## src/hdl/ssc_map.vh

```
// Register offsets, field positions and reset values of the serial configuration bank
`ifndef SSC_MAP_VH
`define SSC_MAP_VH

`define SSC_ADDR_CFG_A      15'h0000
`define SSC_ADDR_CFG_B      15'h0001
`define SSC_ADDR_CLASS      15'h0003
`define SSC_ADDR_PART_LO    15'h0004
`define SSC_ADDR_PART_HI    15'h0005
`define SSC_ADDR_SCRATCH    15'h000a
`define SSC_ADDR_MAKER_LO   15'h000c
`define SSC_ADDR_MAKER_HI   15'h000d
`define SSC_ADDR_INT_LO     15'h0010
`define SSC_ADDR_OUT_INT_HI 15'h0011
`define SSC_ADDR_FRAC_B0    15'h0012
`define SSC_ADDR_FRAC_B1    15'h0013

`define SSC_CFG_SOFT_RESET  0
`define SSC_CFG_LSB_FIRST   1
`define SSC_CFG_ADDR_UP     2
`define SSC_CFG_FOUR_WIRE   3
`define SSC_CFGB_SINGLE     7
`define SSC_CFGB_MAIN_RB    5
`define SSC_CFGB_WR_MASK    8'hf6
`define SSC_OUT_INVERT      4

`define SSC_RST_CFG_A       4'h0
`define SSC_RST_CFG_B       8'h00
`define SSC_RST_SCRATCH     8'h00
`define SSC_RST_INT_LO      8'h80
`define SSC_RST_BYTE        8'h00

`define SSC_INSTR_LAST      4'hf
`define SSC_BYTE_LAST       4'h7
`define SSC_PIN_RST         3'b100

`endif

```

## src/hdl/ssc_sync.v

```verilog
// Two-flop synchroniser for a group of pin inputs
`default_nettype none

module ssc_sync #(
	parameter       WIDTH   = 1,
	parameter [WIDTH-1:0] RST_VAL = {WIDTH{1'b0}}
) (
	input  wire             clk,     // Sampling clock
	input  wire             reset,   // Async reset, active high
	input  wire [WIDTH-1:0] d,       // Asynchronous inputs
	output reg  [WIDTH-1:0] q        // Synchronised outputs
);
	reg [WIDTH-1:0] meta;

	always @(posedge clk or posedge reset) begin
		if (reset) begin
			meta <= RST_VAL;
			q    <= RST_VAL;
		end else begin
			meta <= d;
			q    <= meta;
		end
	end
endmodule // ssc_sync

`default_nettype wire

```

## src/hdl/ssc_regs.v

```verilog
// Serial configuration register bank with its SPI slave
//
// Contract
// Config bit 3 clear gives three-wire; set enables serial out, data pin input only.
// Streaming address decrements when config bit 2 clear, increments when set.
// Config bit 1 selects MSB-first when clear, LSB-first when set.
// Writing config bit 0 resets all other registers, then the bit self-clears.
// Second config bit 7 set disables streaming: one register per transfer.
// Double-buffered fields read subordinate copy when bit 5 clear, main when set.
// Integer word: low byte at 0x10, top nibble low in 0x11; 0x10 write triggers calibration.
// Output control bit 4 inverts both RF outputs when set.
// Lowest sixteen bits of the 25-bit fraction word held low byte then middle.
// Upper config nibble mirrors lower nibble in reversed bit order.
// Divider codes 000 to 100 select divide by 1, 2, 4, 8, 16.
// Calibration triggers only while the external calibration enable is set.
// Fraction bits 23 to 16 and bit 24 live in the following registers.
`include "ssc_map.vh"
`default_nettype none

module ssc_regs #(
	parameter [3:0]  CHIP_CLASS = 4'h3,      // Arbitrary identity value
	parameter [15:0] PART_CODE  = 16'h0101,  // Arbitrary identity value
	parameter [15:0] MAKER_CODE = 16'h0a0b   // Arbitrary identity value
) (
	input  wire        CLK,                   // System clock, 40 MHz
	input  wire        RESET,                 // Async reset, active high
	input  wire        SCLK,                  // Serial clock pin
	input  wire        CS_N,                  // Chip select pin, active low
	input  wire        SDIO_IN,               // Data pin, input side
	output reg         SDIO_OUT,              // Data pin, output side
	output reg         SDIO_OE_N,             // Data pin enable, low drives
	output reg         SDO_OUT,               // Serial out pin level
	output reg         SDO_OE_N,              // Serial out enable, low drives
	input  wire        CAL_ENABLE,            // Calibration enable from upper bank
	output reg         CAL_START,             // One-cycle calibration trigger
	output reg  [11:0] N_INT,                 // Integer divider word, main copy
	output reg  [15:0] FIRST_FRACTION_LOW,    // Fraction word bits 15..0, main
	output reg  [4:0]  OUTPUT_DIVIDE_RATIO,   // Decoded divide ratio, 0 if unused
	output reg         OUTPUT_INVERT,         // Invert both RF outputs
	output reg         FOUR_WIRE_SELECT       // Four-wire mode active
);
	wire [2:0] pins;
	reg        sclk_d;
	reg  [3:0] cfg_low;
	reg  [7:0] cfg_b;
	reg  [7:0] scratch;
	reg  [7:0] int_lo;
	reg  [3:0] out_hi;
	reg  [3:0] int_hi_sub;
	reg  [3:0] int_hi_main;
	reg  [7:0] frac0_sub;
	reg  [7:0] frac0_main;
	reg  [7:0] frac1_sub;
	reg  [7:0] frac1_main;
	reg        soft_pend;
	reg        in_instr;
	reg  [3:0] bit_cnt;
	reg  [15:0] sr;
	reg  [15:0] next_sr;
	reg        rw;
	reg  [14:0] addr;
	reg  [14:0] next_addr;
	reg        done;
	reg        drive;
	reg  [7:0] tx;
	reg        sout;

	ssc_sync #(
		.WIDTH   (3),
		.RST_VAL (`SSC_PIN_RST)
	) u_sync (
		.clk   (CLK),
		.reset (RESET),
		.d     ({CS_N, SCLK, SDIO_IN}),
		.q     (pins)
	);

	wire cs_act = ~pins[2];
	wire rise   = pins[1] & ~sclk_d;
	wire fall   = ~pins[1] & sclk_d;
	wire lsb    = cfg_low[`SSC_CFG_LSB_FIRST];
	wire mainrb = cfg_b[`SSC_CFGB_MAIN_RB];

	function [7:0] rd_byte;
		input [14:0] a;
		begin
			case (a)
				`SSC_ADDR_CFG_A:      rd_byte = {cfg_low[0], cfg_low[1], cfg_low[2],
						cfg_low[3], cfg_low};
				`SSC_ADDR_CFG_B:      rd_byte = cfg_b & `SSC_CFGB_WR_MASK;
				`SSC_ADDR_CLASS:      rd_byte = {4'h0, CHIP_CLASS};
				`SSC_ADDR_PART_LO:    rd_byte = PART_CODE[7:0];
				`SSC_ADDR_PART_HI:    rd_byte = PART_CODE[15:8];
				`SSC_ADDR_SCRATCH:    rd_byte = scratch;
				`SSC_ADDR_MAKER_LO:   rd_byte = MAKER_CODE[7:0];
				`SSC_ADDR_MAKER_HI:   rd_byte = MAKER_CODE[15:8];
				`SSC_ADDR_INT_LO:     rd_byte = int_lo;
				`SSC_ADDR_OUT_INT_HI: rd_byte = {out_hi, mainrb ? int_hi_main : int_hi_sub};
				`SSC_ADDR_FRAC_B0:    rd_byte = mainrb ? frac0_main : frac0_sub;
				`SSC_ADDR_FRAC_B1:    rd_byte = mainrb ? frac1_main : frac1_sub;
				default:              rd_byte = 8'h00;
			endcase
		end
	endfunction

	// First bit on the wire depends on the bit order
	function first_bit;
		input [7:0] b;
		input       l;
		begin
			first_bit = l ? b[0] : b[7];
		end
	endfunction

	// Bit position of the incoming bit depends on order and phase
	always @* begin
		next_sr = sr;
		if (in_instr)
			next_sr[lsb ? bit_cnt : 4'hf - bit_cnt] = pins[0];
		else
			next_sr[lsb ? bit_cnt[2:0] : 3'h7 - bit_cnt[2:0]] = pins[0];
		if (cfg_low[`SSC_CFG_ADDR_UP])
			next_addr = addr + 15'h0001;
		else
			next_addr = addr - 15'h0001;
	end

	always @(posedge CLK or posedge RESET) begin
		if (RESET) begin
			sclk_d      <= 1'b0;
			cfg_low     <= `SSC_RST_CFG_A;
			cfg_b       <= `SSC_RST_CFG_B;
			scratch     <= `SSC_RST_SCRATCH;
			int_lo      <= `SSC_RST_INT_LO;
			out_hi      <= 4'h0;
			int_hi_sub  <= 4'h0;
			int_hi_main <= 4'h0;
			frac0_sub   <= `SSC_RST_BYTE;
			frac0_main  <= `SSC_RST_BYTE;
			frac1_sub   <= `SSC_RST_BYTE;
			frac1_main  <= `SSC_RST_BYTE;
			soft_pend   <= 1'b0;
			in_instr    <= 1'b1;
			bit_cnt     <= 4'h0;
			sr          <= 16'h0000;
			rw          <= 1'b0;
			addr        <= 15'h0000;
			done        <= 1'b0;
			drive       <= 1'b0;
			tx          <= 8'h00;
			sout        <= 1'b0;
			CAL_START   <= 1'b0;
		end else begin
			sclk_d    <= pins[1];
			CAL_START <= 1'b0;
			soft_pend <= 1'b0;
			// Config register itself survives the soft reset
			if (soft_pend) begin
				cfg_b       <= `SSC_RST_CFG_B;
				scratch     <= `SSC_RST_SCRATCH;
				int_lo      <= `SSC_RST_INT_LO;
				out_hi      <= 4'h0;
				int_hi_sub  <= 4'h0;
				int_hi_main <= 4'h0;
				frac0_sub   <= `SSC_RST_BYTE;
				frac0_main  <= `SSC_RST_BYTE;
				frac1_sub   <= `SSC_RST_BYTE;
				frac1_main  <= `SSC_RST_BYTE;
			end
			if (!cs_act) begin
				in_instr <= 1'b1;
				bit_cnt  <= 4'h0;
				done     <= 1'b0;
				drive    <= 1'b0;
			end else if (rise && !done) begin
				sr      <= next_sr;
				bit_cnt <= bit_cnt + 4'h1;
				if (in_instr && bit_cnt == `SSC_INSTR_LAST) begin
					in_instr <= 1'b0;
					bit_cnt  <= 4'h0;
					rw       <= next_sr[15];
					addr     <= next_sr[14:0];
					drive    <= next_sr[15];
					tx       <= rd_byte(next_sr[14:0]);
					sout     <= first_bit(rd_byte(next_sr[14:0]), lsb);
				end else if (!in_instr && bit_cnt == `SSC_BYTE_LAST) begin
					bit_cnt <= 4'h0;
					addr    <= next_addr;
					if (!rw) begin
						case (addr)
							`SSC_ADDR_CFG_A: begin
								// Mirror and low bits are OR-ed; bit 0 never stored
								cfg_low <= {next_sr[3] | next_sr[4], next_sr[2] | next_sr[5],
									next_sr[1] | next_sr[6], 1'b0};
								soft_pend <= next_sr[0] | next_sr[7];
							end
							`SSC_ADDR_CFG_B:   cfg_b   <= next_sr[7:0] & `SSC_CFGB_WR_MASK;
							`SSC_ADDR_SCRATCH: scratch <= next_sr[7:0];
							`SSC_ADDR_INT_LO: begin
								// Writing the low byte commits every buffered field
								int_lo      <= next_sr[7:0];
								int_hi_main <= int_hi_sub;
								frac0_main  <= frac0_sub;
								frac1_main  <= frac1_sub;
								CAL_START   <= CAL_ENABLE;
							end
							`SSC_ADDR_OUT_INT_HI: begin
								out_hi     <= next_sr[7:4];
								int_hi_sub <= next_sr[3:0];
							end
							`SSC_ADDR_FRAC_B0: frac0_sub <= next_sr[7:0];
							`SSC_ADDR_FRAC_B1: frac1_sub <= next_sr[7:0];
							default: ;
						endcase
					end
					if (cfg_b[`SSC_CFGB_SINGLE]) begin
						done  <= 1'b1;
						drive <= 1'b0;
					end else if (rw) begin
						tx   <= rd_byte(next_addr);
						sout <= first_bit(rd_byte(next_addr), lsb);
					end
				end
			end else if (fall && drive && !in_instr && bit_cnt != 4'h0) begin
				sout <= tx[lsb ? bit_cnt[2:0] : 3'h7 - bit_cnt[2:0]];
			end
		end
	end

	// Pin and field outputs, all registered
	always @(posedge CLK or posedge RESET) begin
		if (RESET) begin
			SDIO_OUT            <= 1'b0;
			SDIO_OE_N           <= 1'b1;
			SDO_OUT             <= 1'b0;
			SDO_OE_N            <= 1'b1;
			N_INT               <= 12'h080;
			FIRST_FRACTION_LOW  <= 16'h0000;
			OUTPUT_DIVIDE_RATIO <= 5'h01;
			OUTPUT_INVERT       <= 1'b0;
			FOUR_WIRE_SELECT    <= 1'b0;
		end else begin
			SDIO_OUT            <= sout;
			SDO_OUT             <= sout;
			SDIO_OE_N           <= ~(drive & ~cfg_low[`SSC_CFG_FOUR_WIRE]);
			SDO_OE_N            <= ~(drive & cfg_low[`SSC_CFG_FOUR_WIRE]);
			FOUR_WIRE_SELECT    <= cfg_low[`SSC_CFG_FOUR_WIRE];
			N_INT               <= {int_hi_main, int_lo};
			// Bits 24..16 are held by the neighbouring bank
			FIRST_FRACTION_LOW  <= {frac1_main, frac0_main};
			OUTPUT_INVERT       <= out_hi[`SSC_OUT_INVERT - 4];
			case (out_hi[3:1])
				3'h0:    OUTPUT_DIVIDE_RATIO <= 5'h01;
				3'h1:    OUTPUT_DIVIDE_RATIO <= 5'h02;
				3'h2:    OUTPUT_DIVIDE_RATIO <= 5'h04;
				3'h3:    OUTPUT_DIVIDE_RATIO <= 5'h08;
				3'h4:    OUTPUT_DIVIDE_RATIO <= 5'h10;
				default: OUTPUT_DIVIDE_RATIO <= 5'h00;
			endcase
		end
	end
endmodule // ssc_regs

`default_nettype wire

```

## config.mk

```make
export PLATFORM = sky130hd
export DESIGN_NAME = ssc_regs
export DESIGN_NICKNAME = d
export VERILOG_FILES = /design/src/hdl/ssc_sync.v /design/src/hdl/ssc_regs.v
export VERILOG_INCLUDE_DIRS = /design/src /design/src/hdl
export SDC_FILE = /design/constraint.sdc
export NUM_CORES = 1
export LEC_CHECK = 0
export ABC_AREA = 1
export BUFFER_PORTS_ARGS = -buffer_cell sky130_fd_sc_hd__buf_2
export CAP_MARGIN = 20
export CELL_PAD_IN_SITES_DETAIL_PLACEMENT = 0
export CELL_PAD_IN_SITES_GLOBAL_PLACEMENT = 1
export CORE_MARGIN = 2
export CORE_UTILIZATION = 46
export DETAILED_ROUTE_END_ITERATION = 7
export PLACE_DENSITY = 0.82
export SLEW_MARGIN = 20
export SYNTH_ARGS = -nofsm -noshare
export SYNTH_HDL_FRONTEND = slang
export SYNTH_SLANG_ARGS = --single-unit
```

## constraint.sdc

```tcl
create_clock -name CLK -period 5.41 [get_ports CLK]
set_input_delay 0.541 -clock CLK [delete_from_list [all_inputs] [get_ports CLK]]
set_output_delay 0.541 -clock CLK [all_outputs]
set_load 0.01 [all_outputs]
```

==> impl_results.md, run 1 <==
* Syn_area_per_cell at about 7.4 um^2
* Share of layout cells above drive strength 1 at 12.9%
* Grt ovf at 0
* CTS buffer count at 17
* Outcome: completed
* Root Buffer: clkbuf_16
* First-pass GRT wire length at 45800 um
* HP Class: input pin to flip-flop
* Hold-fix buffers, CTS at 0
* Final Wtd Congestion at 0.957
* Netlist cell types at 49
* Dpl ws at around 1900 ps
* Die width at 146 um
* Mapped Cells at 1241
* Critical Path Sink Type: flip-flop
* Slew Viols, Final at 0
* WP data required at 5780 ps
* Number of max-cap violations at 0
* DR vias at 8596
* Hold slack at roughly 200 ps
* All-Layer GR Usage at about 28%
* Pwr/cell area at approximately 270 nW/um^2
* Drt via density at between 5 and 6
* Layout Nets at 1282
* Die height at approximately 150 um
* Clk_lat worst skew at 440 ps
* Routed wire length per instance at 18.7 um
* Unrepaired setup endpoints after global routing: false
* I/O pin total at 46
* Max IR drop VDD at 0.000207 V
* Vias in the first global route at slightly above 8000
* CTS Buffer Depth at 2
* Sink Count at 164
* Ys Warns at 0
* Final setup TNS at 0 ps
* Period utilisation layout at 68.7%
* Worst Max-Slew Pin Slew at about 1100 ps
* Post-synth EDFFs at 0
* CTS clk-pin slew, worst paths at 70 ps
* RR Startpoint: cfg_low[1]$_DFFE_PP0P_
* Critical Path Start Type: flip-flop
* R2R depth at 16
* Slew headroom at 26.6%
* Post-Syn Area at 9250 um^2
* Initial antenna violation count at 0
* Critical R2R Capture: tx[5]$_DFFE_PP0P_
* Final std cells w/o fill at about 1500
* Net count after synthesis at 1253
* Largest net degree at the start of global routing at 90
* Core Area at 19600 um^2
* CTS tree: built
* Drt first pass iters at 6
* Initial Util at 47.2%
* WHS Endpoint: u_sync.meta[2]$_DFF_PP1_
* Crit path DAT at 4090 ps
* Setup CP Type: flip-flop to flip-flop
* Async set-reset flop share out of synthesis at between 90% and 100%
* DP Cell Count at around 1500
* Final setup violation count at 0
* Syn-to-layout area delta at 11.2%
* Top fanout value on the critical path at 12
* Port Buf Inserts at 45
* Leak pwr at 4.99 nW
* Final hold vios at 0
* # resized after CTS at 0
* Min-delay src: CS_N
* DRC viols at 0
* Most used DFF post-synth: dfrtp_1
* Total wire length at 28900 um
* Reg2Reg Setup Slack at 1690 ps
* Antenna fix cells at 0
* Hold path depth at 1
* Initial drt markers at 767
* Worst Skew at roughly 13 ps
* Die ar. at between 20000 and 25000 um^2
* Post-route worst setup slack at between 1500 and 2000 ps
* Cell Rows at 51
* Yosys reg bits at 164
* Detail Route Antenna Nets at 0
* Post-DP HPWL at 21100 um
* Sequential-to-total area share from yosys stat at 44.5%
* Setup Buffers After CTS at 0
* CTS H-tree lvls at 4
* Max Fclk at 0.269 GHz
* Fin crit period at 3720 ps
[synth_stat cells (3+ instances only)]
master | number | area, um^2
o21ai_2 | 4 | 35.0
buf_6 | 3 | 33.8
dfrtp_1 | 156 | 3900
nand2_1 | 294 | 1100
nor2_2 | 16 | 100
ha_1 | 6 | 75.1
dfstp_2 | 8 | 210
nand4_1 | 22 | 138
inv_2 | 14 | 52.6
nor3_1 | 23 | 115
nor2_1 | 102 | 383
o211ai_1 | 5 | 37.5
nor2_4 | 7 | 78.8
o21ai_0 | 114 | 571
o31ai_1 | 4 | 30.0
nand3b_1 | 6 | 45.0
clkbuf_1 | 27 | 101
inv_1 | 133 | 499
nand2_4 | 5 | 56.3
xor2_1 | 3 | 26.3
o22ai_1 | 17 | 106
nand3_1 | 120 | 601
o21ai_1 | 24 | 120
nor4_1 | 4 | 25.0
nand2_2 | 13 | 81.3
a31oi_1 | 5 | 31.3
buf_2 | 7 | 35.0
a21oi_1 | 63 | 315
buf_4 | 6 | 45.0
clkinv_1 | 5 | 18.8
[worst max-delay path by stage]
stage | startpoint | endpoint | slack, ps
4_1_cts | cfg_low[1]$_DFFE_PP0P_ | tx[5]$_DFFE_PP0P_ | 1830
2_1_floorplan | RESET | CAL_START$_DFF_PP0_ | 450
3_3_place_gp | cfg_low[1]$_DFFE_PP0P_ | tx[5]$_DFFE_PP0P_ | 1780
3_5_place_dp | cfg_low[1]$_DFFE_PP0P_ | tx[5]$_DFFE_PP0P_ | 1870
5_1_grt | cfg_low[1]$_DFFE_PP0P_ | tx[6]$_DFFE_PP0P_ | 1510
6_report | cfg_low[1]$_DFFE_PP0P_ | tx[5]$_DFFE_PP0P_ | 1690
[state kept, by name, indices dropped and copies added, names as in the netlist, 6 cells and up]
register / count
sr: 16
tx: 8
FIRST_FRACTION_LOW: 16
scratch: 8
addr: 15
int_lo: 8
frac0_main: 8
frac1_sub: 8
N_INT: 12
cfg_b: 6
frac0_sub: 8
frac1_main: 8
[through the flow]
step	power [mW]	utilization (%)	instance area, um^2
3_5_place_dp	1.48	49.3	9650
6_report	2.74	52.5	10300
5_1_grt	2.83	52.5	10300
3_3_place_gp	1.48	49.3	9650
4_1_cts	2.76	52.5	10300
2_1_floorplan	1.42	-	9250
[cells by family after synthesis]
kind of cell | share of synthesized area (%)
AO/OA/AOI/OAI | 14.8
XOR/XNOR | 0.555
adder cells (fa/ha/maj) | 0.812
buffers and inverters | 8.50
flip-flops | 44.5
multiplexers | 0.108
AND/OR/NAND/NOR | 30.7
[where the power goes]
group          internal (mW)  switching [mW]
combinational         0.0436           0.165
sequential              1.24          0.0102
clock                  0.674           0.606
[final cells by class]
| class | instances | area (um^2) |
|---|---|---|
| Clock buffer | 17 | 425 |
| Fill cell | 1951 | 9310 |
| Sequential cell | 164 | 4110 |
| Multi-Input combinational cell | 882 | 4350 |
| Clock inverter | 15 | 208 |
| Timing Repair Buffer | 53 | 285 |
| Tap cell | 265 | 332 |
| Inverter | 152 | 576 |
[cell usage in the layout (no fill, tap or decap), drive strengths merged, types with 24 or more instances in the layout]
cell	instances
nand2	312
dfrtp	156
inv	153
o21ai	144
nor2	125
nand3	124
a21oi	64
buf	53
nor3	24
nand4	24
[routing by layer]
| metal | global-route usage [%] | part of all wire, % | vias up |
|---|---|---|---|
| met4 | 12.5 | 4.5 | 0 |
| met1 | 36.6 | 44 | 4072 |
| li1 | - | - | 4164 |
| met5 | 0 | 0 | - |
| met3 | 5.49 | 5.7 | 76 |
| met2 | 44.3 | 46 | 284 |
[critical path, cell delays in order (launching register included)]
cell and delay (ps):
dfrtp_1 710, inv_2 230, nand2_2 150, nand3_4 150, nand2_4 110, nor2_1 70
o21ai_2 630, nand2_2 160, inv_2 80, nand3_2 110, nor3_1 500, nand2_1 240
o21ai_0 180, o21ai_1 120, nand2_1 80, nand2_1 50, nand2_1 70
Power figures use the tool's default switching activity.
==> inputs of run 2 (changes only) <==
Settings changed: CORE_UTILIZATION 46 to 41, PLACE_DENSITY 0.82 to 0.78.
Clock period 5.41 ns to 3 ns, I/O delays scaled along.
==> run 2 against run 1 <==
Compared with the run above: combinational power is 110% higher; largest power group unchanged; final area is 7.4% higher; critical path type unchanged; critical path depth is 2 higher; critical endpoint is now tx[3]$_DFFE_PP0P_.
==> impl_results.md, run 2 (same netlist as run 1, synthesis figures left out) <==
* Outcome: completed
* Core Area at 22000 um^2 (+12%)
* Drt first pass iters at 5 (-1)
* Die height at 154 um (+5.8%)
* CTS clk-pin slew, worst paths at 90 ps (+20 ps)
* Power consumption at 5.02 mW (+83%)
* Most frequent cells in the layout: 290 x nand2_1, 152 x dfrtp_1, 128 x inv_1, 116 x nand3_1, 112 x o21ai_0
* Fin crit period at 2820 ps (-898 ps)
* Final setup violation count at 0 (unchanged)
* HP Class: input pin to flip-flop
* Share of layout cells above drive strength 1 at 18.9% (+6.0 points)
* Total wire length at 31200 um (+7.7%)
* Top fanout value on the critical path at 14 (+2)
* Post-DP HPWL at 23000 um (+9.0%)
* R2R depth at 18 (+2)
* Top delay family on crit path: simple AND/OR/NAND/NOR gates
* CTS buffer count at 17 (unchanged)
* Final Wtd Congestion at 0.924 (-3.5%)
* RR Startpoint: addr[1]$_DFFE_PP0P_
* Drt via density at 5.39 (-2.9%)
* Cell Rows at 54 (+5.9%)
* Worst Max-Slew Pin Slew at 743 ps (-355 ps)
* Reg2Reg Setup Slack at 180 ps (-1510 ps)
* Critical Path Sink Type: flip-flop
* Die width at 154 um (+5.8%)
* Leak pwr at 5.34 nW (+7.0%)
* Setup CP Type: flip-flop to flip-flop
* Number of max-cap violations at 0 (unchanged)
* Root Buffer: clkbuf_16
* Die ar. at 23800 um^2 (+12%)
* WP data required at 3400 ps (-2380 ps)
* CTS tree: built
* Routed wire length per instance at 19.2 um (+2.6%)
* DRC viols at 0 (unchanged)
* WHS Endpoint: CAL_START$_DFF_PP0_
* Detail Route Antenna Nets at 0 (unchanged)
* Sink Count at 164 (unchanged)
* Critical Path Start Type: flip-flop
* Initial antenna violation count at 0 (unchanged)
* Min-delay src: CAL_ENABLE
* Worst path max stage delay at 450 ps (-260 ps)
* CP bufs+invs at 2 (unchanged)
* CP cell instances: ha_4 > nand2_2 > nor2_4 > nand4_1 > o21ai_0 > nand2_1 > nand2_1 > nand3_2 > nor2_4 > buf_12 > clkbuf_16 > o2111ai_1 > nand2_1 > nand3b_1 > nand3_1 > nand2_1 > nand2_1 > nand2_1
* Dpl ws at -137 ps (-2010 ps)
* Vias in the first global route at 8501 (+3.0%)
* DR vias at 8770 (+2.0%)
* Slew Viols, Final at 0 (unchanged)
* Clk_lat worst skew at 460 ps (+20 ps)
* Final hold vios at 0 (unchanged)
* Syn-to-layout area delta at 19.4%
* Max Fclk at 0.355 GHz (+32%)
* Slew headroom at 50.4% (+24 points)
* Crit path DAT at 3220 ps (-870 ps)
* Largest regs: FIRST_FRACTION_LOW x16, sr x16, addr x15
* Critical R2R Capture: tx[3]$_DFFE_PP0P_
* Largest net degree at the start of global routing at 62 (-31%)
* Crit path max-delay cell type: dfrtp_2
* CTS H-tree lvls at 4 (unchanged)
* I/O pin total at 46 (unchanged)
* Max IR drop VDD at 0.000296 V (+43%)
* Worst Skew at 19.7 ps (+6.58 ps)
* CTS Buffer Depth at 2 (unchanged)
* Hold path depth at 3 (+2)
* Period utilisation layout at 94.0% (+25 points)
* Initial Util at 42.1% (-5.1 points)
* Port Buf Inserts at 45 (unchanged)
* Initial drt markers at 606 (-21%)
* Layout Nets at 1345 (+4.9%)
* All-Layer GR Usage at 27.1% (-0.62 points)
* Antenna fix cells at 0 (unchanged)
* Post-route worst setup slack at 181 ps (-1510 ps)
* Pwr/cell area at 454 nW/um^2 (+70%)
* Most frequent cell on the critical path: nand2_1
* Grt ovf at 0 (unchanged)
* Most common cell after layout, fill and taps aside: nand2_1
* First-pass GRT wire length at 48900 um (+6.7%)
run 2: tightest hold or removal path: cells and delay by family:
family | cells | cell delay [ps]
buffers and inverters | 2 | 130
AND/OR/NAND/NOR | 1 | 30
run 2: stage by stage:
step | utilization [%] | cell area (um^2) | hold slack (ps) | std cells | setup TNS [ps]
2_1_floorplan | - | 9250 | 304 | 1241 | 0
3_3_place_gp | 45.9 | 10100 | 335 | 1580 | -625
3_5_place_dp | 45.9 | 10100 | 337 | 1580 | -629
4_1_cts | 49.0 | 10800 | 40.0 | 1616 | 0
5_1_grt | 50.3 | 11000 | 46.0 | 1626 | -192
6_report | 50.3 | 11000 | 49.1 | 1626 | 0
run 2: area by class of cell:
class                      instances  area [um^2]
inverter                         152          579
fill                            2160        10900
clock inverter                    15          201
timing repair buffer             116          866
tap                              280          350
multi-input combinational        882         4500
sequential                       164         4120
clock buffer                      17          425
run 2: how the worst max path moves through the flow:
stage	from	to	cells after the start
after floorplan	addr[0]$_DFFE_PP0P_	tx[3]$_DFFE_PP0P_	18
after global placement	cfg_low[1]$_DFFE_PP0P_	tx[3]$_DFFE_PP0P_	19
after detailed placement	cfg_low[1]$_DFFE_PP0P_	tx[3]$_DFFE_PP0P_	16
after CTS	cfg_low[1]$_DFFE_PP0P_	tx[3]$_DFFE_PP0P_	19
after global routing	addr[1]$_DFFE_PP0P_	tx[3]$_DFFE_PP0P_	19
final	addr[1]$_DFFE_PP0P_	tx[3]$_DFFE_PP0P_	18
run 2: what timing repair did:
item	CTS	global route
cloned	0	2
pin swaps	0	11
endpoints found under the hold margin	11	0
hold buffers	4	0
gates resized for setup	3	45
endpoints found under the setup margin	8	9
setup buffers	0	8
run 2: routing by layer:
layer  global-route usage (%)  wire length, um  vias to the layer above
li1                         -                -                     4289
met1                     35.2            13600                     4171
met2                     46.2            15300                      251
met3                     3.64             1270                       59
met4                     10.2             1000                        0
met5                        0                0                        -
run 2: where the power goes:
part / switching [mW] / internal (mW) / total, mW
combinational: 0.318 / 0.120 / 0.438
clock: 1.17 / 1.15 / 2.32
sequential: 0.0173 / 2.24 / 2.26
total: 1.51 / 3.51 / 5.02
==> inputs of run 3 (changes only) <==
Settings changed: SYNTH_HIERARCHICAL set to 1.
==> run 3 against run 2 <==
Compared with the run above: non-clock buffer count up 9; final area down 0.19%; core utilization down 1.2 points; wire length down 8.4%; maximum frequency up 1.1%; first-iteration DRC count up 11%; final cell count up 1.5%; sequential share of layout area about the same; via count down 0.64%; clock skew down 7.0 ps; clock power down 4%; highest routed layer unchanged.
==> impl_results.md, run 3 <==
* Outcome: completed
* Final Wtd Congestion at 0.928 (+0.42%)
* DRC viols at 0 (unchanged)
* Leak pwr at 5.27 nW (-1.4%)
* DR vias at 8714 (-0.64%)
* CTS clk-pin slew, worst paths at 80 ps (about the same)
* Net count after synthesis at 1262 (+0.72%)
* CTS tree: built
* Netlist cell types at 54 (+10%)
* Fin util at 49.1% (-1.2 points)
* Flop pwr share at 44.2% (-0.8 points)
* Most common cell after layout, fill and taps aside: nand2_1
* WP data required at 3370 ps (-30 ps)
* Final setup TNS at 0 ps (unchanged)
* Number of max-cap violations at 0 (unchanged)
* Initial antenna violation count at 0 (unchanged)
* Synth area leaders: dfrtp_1 42%, nand2_1 12%, o21ai_0 8.1%
* XOR/XNOR share of the synthesized area at 0.377% (-0.18 points)
* Worst Skew at 12.7 ps (-6.96 ps)
* I/O pin total at 46 (unchanged)
* Share of layout cells above drive strength 1 at 18.5% (-0.41 points)
* Most common cell in the netlist: nand2_1
* Crit path DAT at 3160 ps (-60 ps)
* Routed wire length per instance at 17.3 um (-9.8%)
* Post-DP HPWL at 21100 um (-8.4%)
* Initial Util at 41.4% (-0.73 points)
* CTS Buffer Depth at 2 (unchanged)
* Synth top area share at 42.1% (-0.17 points)
* Total wire length at 28500 um (-8.4%)
* Die width at 154 um (+0.19%)
* Detail Route Antenna Nets at 0 (unchanged)
* HP Class: input pin to flip-flop
* Internal power at 3.59 mW (+2.3%)
* Syn_area_per_cell at 7.43 um^2 (-0.33%)
* Clock power frac at 42.8% (-3.5 points)
* CP cell instances: nor2_1 > nand2_1 > nor2_1 > nand2_1 > nand2_1 > nand2_1 > nand2_1 > nand2_1 > nor2_1 > nand2_1 > nor2_4 > buf_12 > buf_4 > nand3_1 > nand2_1 > nor2_1 > nand3_1 > nand3_1 > nand2_1 > nand2_1 > a21oi_2
* Layout fillers at 2210 (+2.3%)
* Largest regs: FIRST_FRACTION_LOW x16, sr x16, addr x15
* First-pass GRT wire length at 45600 um (-6.8%)
* CTS buffer count at 17 (unchanged)
* Max IR drop VDD at 0.000316 V (+7.0%)
* Grt ovf at 0 (unchanged)
* Final hold vios at 0 (unchanged)
* Core Area at 22400 um^2 (+2.2%)
* Critical Path Start Type: flip-flop
* All-Layer GR Usage at 24.5% (-2.6 points)
* Synth Area in Simple Gates at 32.0% (+1.3 points)
* Switching part of the total at 31.1% (+1.0 points)
* Async set-reset flop share out of synthesis at 100% (unchanged)
* Port Buf Inserts at 45 (unchanged)
* Drt first pass iters at 6 (+1)
* Largest family of logic cells by synthesized area: simple AND/OR/NAND/NOR gates
* Top cells by instance count after synthesis: 303 x nand2_1, 156 x dfrtp_1, 150 x o21ai_0
* Die ar. at 23900 um^2 (+0.38%)
* Adder-cell area share of the yosys netlist at 0.809% (-0.0032 points)
* Top fanout value on the critical path at 22 (+8)
* Syn-to-layout area delta at 18.8%
* Mux share of post-synthesis cell area at 0% (-0.11 points)
* Post-synth top area cell: dfrtp_1
* Initial drt markers at 673 (+11%)
* Max Fclk at 0.359 GHz (+1.1%)
* Complex-gate fraction of the synthesized area at 14.2% (-0.66 points)
* Vias in the first global route at 8118 (-4.5%)
* Root Buffer: clkbuf_16
* Drt via density at 5.28 (-2.1%)
* Pwr/cell area at 473 nW/um^2 (+4.1%)
* Critical Path Sink Type: flip-flop
* Worst Max-Slew Pin Slew at 816 ps (+73.1 ps)
* Sink Count at 164 (unchanged)
* Antenna fix cells at 0 (unchanged)
* Sequential-to-total area share from yosys stat at 44.3% (-0.17 points)
* Fin crit period at 2790 ps (-31.3 ps)
* Combinational share of power at 13.0% (+4.3 points)
* Setup CP Type: flip-flop to flip-flop
* Final setup violation count at 0 (unchanged)
* Ys Warns at 6 (+6)
* Slew headroom at 45.5% (-4.8 points)
* Layout Nets at 1364 (+1.4%)
* Die height at 154 um (+0.19%)
* P_sw at 1.62 mW (+7.4%)
* CTS H-tree lvls at 4 (unchanged)
* Yosys reg bits at 164 (unchanged)
* Mapped Cells at 1250 (+0.73%)
* Worst path max stage delay at 470 ps (+20 ps)
* Most frequent cell on the critical path: nand2_1
* Post-Syn Area at 9280 um^2 (+0.39%)
* Slew Viols, Final at 0 (unchanged)
* Clk_lat worst skew at 440 ps (-20 ps)
* Post-synth EDFFs at 0 (unchanged)
* Cell Rows at 55 (+1.9%)
* Period utilisation layout at 92.9% (-1.0 points)
* Largest net degree at the start of global routing at 103 (+66%)
* Most frequent cells in the layout: 301 x nand2_1, 155 x dfrtp_1, 145 x o21ai_0, 138 x nand3_1, 129 x inv_1
* Crit path max-delay cell type: dfrtp_1
* Most used DFF post-synth: dfrtp_1
-- run 3: final timing paths --
kind	from	end	slack [ps]	cells past startpoint
max in group asynchronous	RESET	N_INT[4]$_DFF_PP0_	1930	4
worst max register to register	addr[5]$_DFFE_PP0P_	sout$_DFFE_PP0P_	210	21
worst min register to register	u_sync/meta[1]$_DFF_PP0_	u_sync/q[1]$_DFF_PP0_	350	0
worst max-delay path	addr[5]$_DFFE_PP0P_	sout$_DFFE_PP0P_	210	21
worst min-delay path	CAL_ENABLE	CAL_START$_DFF_PP0_	50	3
min in group asynchronous	RESET	u_sync/meta[0]$_DFF_PP0_	330	3
-- run 3: logic make-up (layout without fill, tap and decap cells) --
family / count (synthesis) / after routing
XOR/XNOR: 4 / 4
AO/OA/AOI/OAI: 236 / 236
flip-flops: 164 / 164
adder cells (fa/ha/maj): 6 / 6
AND/OR/NAND/NOR: 648 / 649
buffers and inverters: 192 / 306
-- run 3: what timing repair did --
| item | 4_1_cts | 5_1_grt |
|---|---|---|
| endpoints found under the setup margin | 0 | 11 |
| resized for setup | 0 | 28 |
| hold endpoints to repair | 30 | 0 |
| buffers inserted | 0 | 12 |
| hold buffers | 4 | 0 |
-- run 3: worst max-delay path, delay by kind of cell (launching register included) --
family          cells  cell delay, ps
simple gates       18            1800
buf+inv             2             310
compound gates      1             120
flops               1             470
-- run 3: area by class of cell --
class,count,area [um^2],area share [%]
multi-input combinational,895,4500,40.8
clock buffer,17,425,3.86
inverter,149,571,5.18
sequential,164,4120,37.3
tap,285,357,3.24
clock inverter,15,181,1.65
timing repair buffer,125,871,7.90
-- run 3: layer usage --
metal,routed length (um),GRT usage (%)
met2,13500,39.6
met4,636,7.41
met3,1280,3.73
met1,13100,34.1
met5,0,0
-- run 3: power groups by stage --
stage,combinational [mW],clock (mW),sequential (mW)
finish,0.676,2.23,2.31
global route,0.744,2.36,2.31
CTS,0.654,2.26,2.30
detailed placement,0.650,0,2.35
global placement,0.649,0,2.34
floorplan,0.446,0,2.33
-- run 3: stage by stage --
| step | hold slack [ps] | power (mW) | cell area [um^2] | cells | setup WS [ps] |
|---|---|---|---|---|---|
| after floorplan | 89.5 | 2.78 | 9290 | 1250 | 594 |
| after global placement | 240 | 2.99 | 10200 | 1601 | 51.1 |
| after detailed placement | 245 | 3.00 | 10200 | 1601 | 21.2 |
| after CTS | 42.2 | 5.22 | 10800 | 1637 | 14.8 |
| after global routing | 33.9 | 5.41 | 11000 | 1650 | -3.48 |
| final | 54.4 | 5.21 | 11000 | 1650 | 212 |
